===== config.mk =====
export PLATFORM = sky130hd
export DESIGN_NAME = fpu_exception_unit
export DESIGN_NICKNAME = d
export VERILOG_FILES = /design/src/hw/fpu_exception_unit.v
export VERILOG_INCLUDE_DIRS = /design/src /design/src/hw
export SDC_FILE = /design/constraint.sdc
export NUM_CORES = 1
export LEC_CHECK = 0
export BUFFER_PORTS_ARGS = -buffer_cell sky130_fd_sc_hd__buf_4
export CAP_MARGIN = 20
export CORE_ASPECT_RATIO = 1.4
export CORE_MARGIN = 8
export CORE_UTILIZATION = 52
export CTS_CLUSTER_DIAMETER = 80
export DETAILED_ROUTE_END_ITERATION = 10
export PLACE_DENSITY = 0.89
export SLEW_MARGIN = 0
export SYNTH_ARGS = -nofsm -noshare
export SYNTH_HDL_FRONTEND = slang
export SYNTH_SLANG_ARGS = --single-unit

===== constraint.sdc =====
create_clock -name sys_clk -period 2.45 [get_ports sys_clk]
set_input_delay 0.49 -clock sys_clk [delete_from_list [all_inputs] [get_ports sys_clk]]
set_output_delay 0.49 -clock sys_clk [all_outputs]
set_load 0.01 [all_outputs]

===== src/hw/fpu_exc_regs.vh =====
// register offsets, field positions and reset values of the exception unit
`ifndef FPU_EXC_REGS_VH
`define FPU_EXC_REGS_VH
`define ADDR_CTRL 4'h0
`define ADDR_STATUS 4'h1
`define ADDR_TAG 4'h2
`define ADDR_IPTR 4'h3
`define ADDR_OPTR 4'h4
`define ADDR_CMD 4'h5
`define ADDR_EVENT 4'h6
`define ADDR_RDATA 4'h7
`define CMD_INIT 4'h1
`define CMD_CLEX 4'h2
`define CMD_LDCW 4'h3
`define CMD_LDTAG 4'h4
`define CMD_PREM_INC 4'h5
`define ST_SF 6
`define ST_ES 7
`define ST_CC0 8
`define ST_CC2 10
`define ST_CC1 9
`define ST_CC3 14
`define CW_RSV12 12
`define CW_INIT_VAL 16'h037F
`define CW_RESET_VAL 16'h037E
`define CW_WMASK 16'h1F3F
`define EXC_INV 0
`define EXC_DEN 1
`define EXC_ZDV 2
`define EXC_OVF 3
`define EXC_UNF 4
`define EXC_PRE 5
`define TAG_EMPTY 2'h3
`define ZERO_DIV_VAL 1'b1
`endif


===== src/hw/fpu_exception_unit.v =====
// exception detection, status/control words and output gating
// Functional notes
// - six exceptions, fixed precedence invalid first
// - unmasked exception sets flag, summary, fault
// - capture instruction and operand addresses
// - no-wait init command clears fault output
// - reset sets invalid and summary, unmasks invalid
// - control bit 12 reserved, cleared, writable
// - condition codes zeroed: reset, init, partial remainder
// - masked invalid gives indefinite; stack fault flagged
// - denormal: minimum exponent, nonzero significand
// - zero divide: zero divisor, finite nonzero dividend
// - masked overflow result follows rounding mode
// - masked underflow flagged only on accuracy loss
// - inexact raised when rounding was needed
// - split exponent of zero: zero divide
// - signaling NaN invalid; quiet only some ops
// - short load of denormal or signaling NaN
// - extended load never raises denormal
// - bogus non-empty tag writes ignored
// - pseudo and unnormal encodings are invalid
// - data bus floats unless enabled and selected; fault pin floats unless enabled
// - control bits 5..0 mask six exceptions
//
// Local design decisions: the plain strobed port and the register offsets.
`include "fpu_exc_regs.vh"
module fpu_exception_unit #(
	parameter ADDR_W = 32
) (
	// clock and reset
	input wire sys_clk,
	input wire rst_b,
	// register port
	input wire [3:0] reg_addr,
	input wire [31:0] reg_wdata,
	input wire reg_wr,
	input wire reg_rd,
	output reg [31:0] reg_rdata,
	// operation event from the datapath
	input wire op_done,
	input wire op_sig_nan,
	input wire op_quiet_nan,
	input wire op_qnan_traps,
	input wire op_unsupported,
	input wire op_indeterminate,
	input wire op_stack_fault,
	input wire op_min_exp,
	input wire op_sig_nonzero,
	input wire op_ext_load,
	input wire op_divide,
	input wire op_divisor_zero,
	input wire op_dividend_finite_nz,
	input wire op_split_exp_zero,
	input wire op_overflow,
	input wire op_tiny,
	input wire op_acc_loss,
	input wire op_not_exact,
	input wire [ADDR_W-1:0] op_ip,
	input wire [ADDR_W-1:0] op_dp,
	input wire op_has_mem,
	// masked default result selection
	output reg [2:0] default_result,
	output reg round_to_inf,
	output reg stall_result,
	// pins, synchronised
	input wire output_status_enable,
	input wire coproc_select_low_n,
	input wire coproc_select_high,
	input wire bus_read,
	input wire [31:0] data_out_val,
	output wire [31:0] data_bus_pins_o,
	output wire data_bus_pins_oe,
	output wire fault_signal_n_o,
	output wire fault_signal_n_oe
);
	localparam RES_NONE = 3'h0;
	localparam RES_QNAN = 3'h1;
	localparam RES_INF = 3'h2;
	localparam RES_MAXINF = 3'h3;
	localparam RES_DENZ = 3'h4;
	localparam RES_NEGINF_NEXT = 3'h5;
	reg [15:0] ctrl_r;
	reg [5:0] flags_r;
	reg sf_r;
	reg es_r;
	reg [3:0] cc_r;
	reg [15:0] tag_r;
	reg [15:0] tag_actual_r;
	reg [ADDR_W-1:0] ip_r;
	reg [ADDR_W-1:0] dp_r;
	reg [5:0] last_exc_r;
	reg [2:0] output_status_enable_s;
	reg [2:0] sel_lo_s;
	reg [2:0] sel_hi_s;
	reg [2:0] rd_s;
	reg [1:0] output_status_enable_sync_r;
	reg [1:0] sel_lo_sync_r;
	reg [1:0] sel_hi_sync_r;
	reg [1:0] rd_sync_r;
	reg [31:0] dout_r;
	reg [5:0] exc;
	reg [5:0] hit;
	reg inv_nan;
	integer i;
	// separate index so the tag loop and the precedence loop share no driver
	integer j;
	wire cmd_wr = reg_wr && (reg_addr == `ADDR_CMD);
	wire [3:0] cmd = reg_wdata[3:0];
	wire do_init = cmd_wr && (cmd == `CMD_INIT);
	wire do_clex = cmd_wr && (cmd == `CMD_CLEX);
	wire do_ldcw = cmd_wr && (cmd == `CMD_LDCW);
	wire do_ldtag = cmd_wr && (cmd == `CMD_LDTAG);
	wire do_prem = cmd_wr && (cmd == `CMD_PREM_INC);
	wire [5:0] mask = ctrl_r[5:0];
	// detection of raw conditions
	always @* begin
		inv_nan = op_sig_nan || (op_quiet_nan && op_qnan_traps);
		exc = 6'h00;
		exc[`EXC_INV] = inv_nan || op_unsupported ||
			op_indeterminate || op_stack_fault;
		exc[`EXC_DEN] = op_min_exp && op_sig_nonzero && !op_ext_load;
		exc[`EXC_ZDV] = (op_divide && op_divisor_zero &&
			op_dividend_finite_nz) || op_split_exp_zero;
		exc[`EXC_OVF] = op_overflow;
		exc[`EXC_UNF] = op_tiny && (!mask[`EXC_UNF] || op_acc_loss);
		exc[`EXC_PRE] = op_not_exact;
		// precedence: first unmasked exception stops the rest
		hit = 6'h00;
		for (i = 0; i < 6; i = i + 1) begin
			if (exc[i] && (hit & ~mask) == 6'h00)
				hit[i] = 1'b1;
		end
	end
	// masked default result
	always @(posedge sys_clk or negedge rst_b) begin
		if (!rst_b) begin
			default_result <= RES_NONE;
			round_to_inf <= 1'b0;
			stall_result <= 1'b0;
		end else begin
			stall_result <= op_done && ((hit & ~mask) != 6'h00);
			round_to_inf <= 1'b0;
			default_result <= RES_NONE;
			if (op_done) begin
				if (hit[`EXC_INV])
					default_result <= RES_QNAN;
				else if (op_split_exp_zero)
					default_result <= RES_NEGINF_NEXT;
				else if (hit[`EXC_ZDV])
					default_result <= RES_INF;
				else if (hit[`EXC_OVF]) begin
					default_result <= RES_MAXINF;
					round_to_inf <= ctrl_r[11:10] == 2'h0 ||
						(ctrl_r[11:10] != 2'h3 && ctrl_r[10] != ctrl_r[11]);
				end else if (hit[`EXC_UNF])
					default_result <= RES_DENZ;
			end
		end
	end
	// pin synchronisers
	always @(posedge sys_clk or negedge rst_b) begin
		if (!rst_b) begin
			output_status_enable_sync_r <= 2'h0;
			sel_lo_sync_r <= 2'h3;
			sel_hi_sync_r <= 2'h0;
			rd_sync_r <= 2'h0;
		end else begin
			output_status_enable_sync_r <= {output_status_enable_sync_r[0], output_status_enable};
			sel_lo_sync_r <= {sel_lo_sync_r[0], coproc_select_low_n};
			sel_hi_sync_r <= {sel_hi_sync_r[0], coproc_select_high};
			rd_sync_r <= {rd_sync_r[0], bus_read};
		end
	end
	wire output_status_enable_q = output_status_enable_sync_r[1];
	wire sel_q = !sel_lo_sync_r[1] && sel_hi_sync_r[1];
	assign fault_signal_n_o = !es_r;
	assign fault_signal_n_oe = output_status_enable_q;
	assign data_bus_pins_oe = output_status_enable_q && sel_q && rd_sync_r[1];
	assign data_bus_pins_o = dout_r;
	always @(posedge sys_clk or negedge rst_b) begin
		if (!rst_b)
			dout_r <= 32'h00000000;
		else
			dout_r <= data_out_val;
	end
	// status, control, tags and pointers
	always @(posedge sys_clk or negedge rst_b) begin
		if (!rst_b) begin
			ctrl_r <= `CW_RESET_VAL;
			flags_r <= 6'h01;
			es_r <= 1'b1;
			sf_r <= 1'b0;
			cc_r <= 4'h0;
			tag_r <= 16'hFFFF;
			tag_actual_r <= 16'hFFFF;
			ip_r <= {ADDR_W{1'b0}};
			dp_r <= {ADDR_W{1'b0}};
			last_exc_r <= 6'h00;
		end else begin
			if (reg_wr && reg_addr == `ADDR_TAG)
				tag_actual_r <= reg_wdata[15:0];
			if (do_init) begin
				ctrl_r <= `CW_INIT_VAL;
				cc_r <= 4'h0;
				tag_r <= 16'hFFFF;
			end else if (do_ldcw)
				ctrl_r <= reg_wdata[15:0] & `CW_WMASK;
			if (do_prem)
				cc_r <= 4'h0;
			if (do_ldtag) begin
				for (j = 0; j < 8; j = j + 1) begin
					if (reg_wdata[16+2*j +: 2] == `TAG_EMPTY ||
						reg_wdata[16+2*j +: 2] == tag_actual_r[2*j +: 2])
						tag_r[2*j +: 2] <= reg_wdata[16+2*j +: 2];
				end
			end
			// event set wins over clear in the same cycle
			if (op_done) begin
				flags_r <= ((do_init || do_clex) ? 6'h00 : flags_r) |
					hit;
				es_r <= (!(do_init || do_clex) && es_r) ||
					((hit & ~mask) != 6'h00);
				sf_r <= (!(do_init || do_clex) && sf_r) ||
					(hit[`EXC_INV] && op_stack_fault);
				last_exc_r <= hit;
				if (hit != 6'h00) begin
					ip_r <= op_ip;
					if (op_has_mem)
						dp_r <= op_dp;
				end
			end else if (do_init || do_clex) begin
				flags_r <= 6'h00;
				es_r <= 1'b0;
				sf_r <= 1'b0;
			end
		end
	end
	// register read data, one cycle later
	always @(posedge sys_clk or negedge rst_b) begin
		if (!rst_b)
			reg_rdata <= 32'h00000000;
		else if (reg_rd) begin
			case (reg_addr)
			`ADDR_CTRL: reg_rdata <= {16'h0000, ctrl_r};
			`ADDR_STATUS: reg_rdata <= {16'h0000, 1'b0, cc_r[3], 3'h0,
				cc_r[2:0], es_r, sf_r, flags_r};
			`ADDR_TAG: reg_rdata <= {16'h0000, tag_r};
			`ADDR_IPTR: reg_rdata <= ip_r;
			`ADDR_OPTR: reg_rdata <= dp_r;
			`ADDR_EVENT: reg_rdata <= {26'h0000000, last_exc_r};
			default: reg_rdata <= 32'h00000000;
			endcase
		end else
			reg_rdata <= 32'h00000000;
	end
endmodule // fpu_exception_unit


==> results.sh <==
export IMPL_status="complete, no violations"
export IMPL_clk_path_buf_depth=2
export IMPL_dp_cells=1020
export IMPL_n_antenna_cell=0
export IMPL_hold_class="in2reg"
export IMPL_core_area_um2=15500
export IMPL_hold_depth=1
export IMPL_avgSynthCellArea_um2=13.6
export IMPL_r2r_start="ctrl_r[3]"
export IMPL_finalHoldViolCount=0
export IMPL_antenna_found_initial=0
export IMPL_fmax_ghz=0.472
export IMPL_routed_wl_mm=21.7
export IMPL_clk_latency_ns=0.44
export IMPL_tightest_slew_ns=0.660
export IMPL_ctsResizeCount=0
export IMPL_fill_cells=1101
export IMPL_synth_nets=759
export IMPL_ir_drop_mv=0.461
export IMPL_final_nets=1003
export IMPL_htree_levels=4
export IMPL_drive_gt1_share_pct=49.4
export IMPL_vias=5768
export IMPL_maxSlewHeadroom_pct=55.9
export IMPL_grt_max_degree=79
export IMPL_synth_cells=600
export IMPL_drv_cap=0
export IMPL_whs_ns=0.156
export IMPL_finalSetupViolCount=0
export IMPL_leakage_nw=5.16
export IMPL_die_area_um2=20000
export IMPL_multi_input_area_um2=2760
export IMPL_portBuffers=230
export IMPL_grt_usage_pct=22.2
export IMPL_yosysSeqAreaShare_pct=61.9
export IMPL_p_per_area_nw_per_um2=709
export IMPL_viasPerCell=5.48
export IMPL_ff2ff_path_depth=6
export IMPL_worstSetupEndpointType="register"
export IMPL_fin_setup_tns_ns=0
export IMPL_place_ws_ns=-0.00279
export IMPL_fin_ws_ns=0.333
export IMPL_final_max_slew_viol_count=0
export IMPL_synth_top_cell_area_share_pct=47.7
export IMPL_netlist_area_um2=8130
export IMPL_final_cell_mix="buf_4, dfrtp_1, mux2_4"
export IMPL_ys_dominant_reg_cell="dfrtp_1"
export IMPL_cts_tree="yes"
export IMPL_synth_edf_count=0
export IMPL_startpoint_type="register"
export IMPL_firstDrtPassIters=5
export IMPL_die_h_um=164
export IMPL_cts_buffers=17
export IMPL_rows=54
export IMPL_drtIter0Drc=576
export IMPL_routedWlPerCell_um=20.6
export IMPL_synth_top_area_cell="dfrtp_1"
export IMPL_instances_no_fill=1053
export IMPL_start_util_pct=52.6
export IMPL_cts_num_sinks=199
export IMPL_async_reset_ff_share_pct=100
export IMPL_drc=0
export IMPL_clock_root_buffer="clkbuf_16"
export IMPL_period_share_pct=86.4
export IMPL_rsz0062_at_grt="no"
export IMPL_min_to="data_bus_pins_o[24]"
export IMPL_grt_pass1_wl_mm=33.9
export IMPL_cts_setup_buffers=0
export IMPL_drtAntennaViolNets=0
export IMPL_synth_area_leaders="dfrtp_1, dfstp_2, mux2_4, mux2_2, a22oi_1"
export IMPL_cp_data_arrival_time_ns=2.43
export IMPL_layout_area_seq_um2=5030
export IMPL_clock_skew_ns=0.0124
export IMPL_gr_total_overflow=0
export IMPL_die_w_um=122
export IMPL_clk_pin_slew_ns=0.08
export IMPL_path_class="reg2reg"
export IMPL_worstHoldStart="data_out_val[24]"
export IMPL_synthToLayoutAreaGrowth_pct=31.9
export IMPL_reg2reg_to="dp_r[31]"
export IMPL_yosys_register_bits=199
export IMPL_globalplace_congestion=0.856
export IMPL_grt_pass1_vias=6395
export IMPL_yosysWarnings=0
export IMPL_io_pins=231
export IMPL_fin_crit_ns=2.12
export IMPL_synth_cell_types=49
export IMPL_worst_path_max_fanout=14
export IMPL_reg2reg_setup_slack_ns=0.33
export IMPL_hpwl_mm=16.4
export IMPL_final_common_cell="buf_4"
export IMPL_critPathRequiredTime_ns=2.77
kinds of logic after synthesis:
| logic type | after synthesis | share of synthesized area, % |
|---|---|---|
| XOR/XNOR | 1 | 0.108 |
| AND/OR/NAND/NOR | 121 | 8.41 |
| buffers and inverters | 62 | 4.14 |
| AO/OA/AOI/OAI | 133 | 11.0 |
| flip-flops | 199 | 61.9 |
| multiplexers | 84 | 14.4 |
synth_stat cells (2+ instances only):
cell type,n
clkbuf_1,15
mux2_2,24
o21a_1,2
dfstp_2,44
a22oi_1,33
a221oi_1,11
o21ai_1,2
a31oi_1,4
nand3_4,2
nor3b_1,4
dfrtp_1,155
nand3_1,9
buf_1,2
a21oi_1,37
inv_1,34
a21o_1,12
a222oi_1,6
nor4b_2,2
or4_4,2
nor3_1,19
nor2_2,2
nand3b_1,4
o21ai_0,15
nand4_1,3
nand2_1,30
and2_1,2
nor2_1,26
and3_1,2
nand2b_1,4
a22o_1,6
mux2_4,60
buf_12,6
buf_2,5
where the power goes:
| group | switching, W | total, W | internal, W |
|---|---|---|---|
| registers | 0.000199 | 0.00388 | 0.00368 |
| clock network | 0.00132 | 0.00268 | 0.00135 |
| logic | 0.000432 | 0.00106 | 0.000624 |
| total | 0.00195 | 0.00761 | 0.00565 |
final cells by class:
| cell class | instances | share of cell area, % |
|---|---|---|
| Sequential cell | 199 | 46.9 |
| Multi-Input combinational cell | 339 | 25.7 |
| Timing Repair Buffer | 253 | 18.6 |
| Clock buffer | 18 | 4.00 |
| Tap cell | 196 | 2.28 |
| Clock inverter | 14 | 1.28 |
| Inverter | 34 | 1.19 |
through the flow:
| step | power, W | instance area (um^2) | utilization [%] |
|---|---|---|---|
| 2_1_floorplan | 0.00447 | 8130 | - |
| 3_3_place_gp | 0.00492 | 10200 | 65.6 |
| 3_5_place_dp | 0.00498 | 10200 | 65.6 |
| 4_1_cts | 0.00767 | 10700 | 69.4 |
| 5_1_grt | 0.00791 | 10700 | 69.4 |
| 6_report | 0.00761 | 10700 | 69.4 |
sequential cells by signal, indices dropped and copies added, names as in the netlist, 3 cells and up:
name / count
dp_r: 32
last_exc_r: 6
tag_r: 16
reg_rdata: 32
ip_r: 32
flags_r: 6
ctrl_r: 12
data_bus_pins_o: 32
tag_actual_r: 16
default_result: 3
layer usage:
layer | track usage, % | share of wire [%] | vias up | wire (um)
met5 | 0 | 0 | - | 0
met1 | 24.9 | 38 | 2857 | 8230
li1 | - | - | 2647 | -
met4 | 10.5 | 3.1 | 0 | 667
met2 | 39.4 | 53 | 226 | 11600
met3 | 4.78 | 5.8 | 38 | 1260
how the worst max path moves through the flow:
stage          depth (start not counted)      startpoint       end  slack (ns)
3_5_place_dp                           7  op_unsupported  ip_r[29]      -0.003
4_1_cts                                6       ctrl_r[3]  dp_r[18]        0.32
2_1_floorplan                          6  op_unsupported   dp_r[0]        0.29
3_3_place_gp                           7  op_unsupported  ip_r[26]        0.05
6_report                               6       ctrl_r[3]  dp_r[31]        0.33
5_1_grt                                6       ctrl_r[3]  dp_r[31]        0.24
critical path: stages, from the launching register on:
cell	delay [ns]
dfstp_2	0.56
nand2b_1	0.21
nand4_1	0.14
or4_4	0.44
nand3_4	0.13
buf_12	0.17
mux2_2	0.35
repair_timing:
item | 4_1_cts | 5_1_grt
hold endpoints to repair | 7 | 0
endpoints found under the setup margin | 0 | 0
hold buffers | 1 | 0
Note: power is estimated with default switching activity, not from simulation.
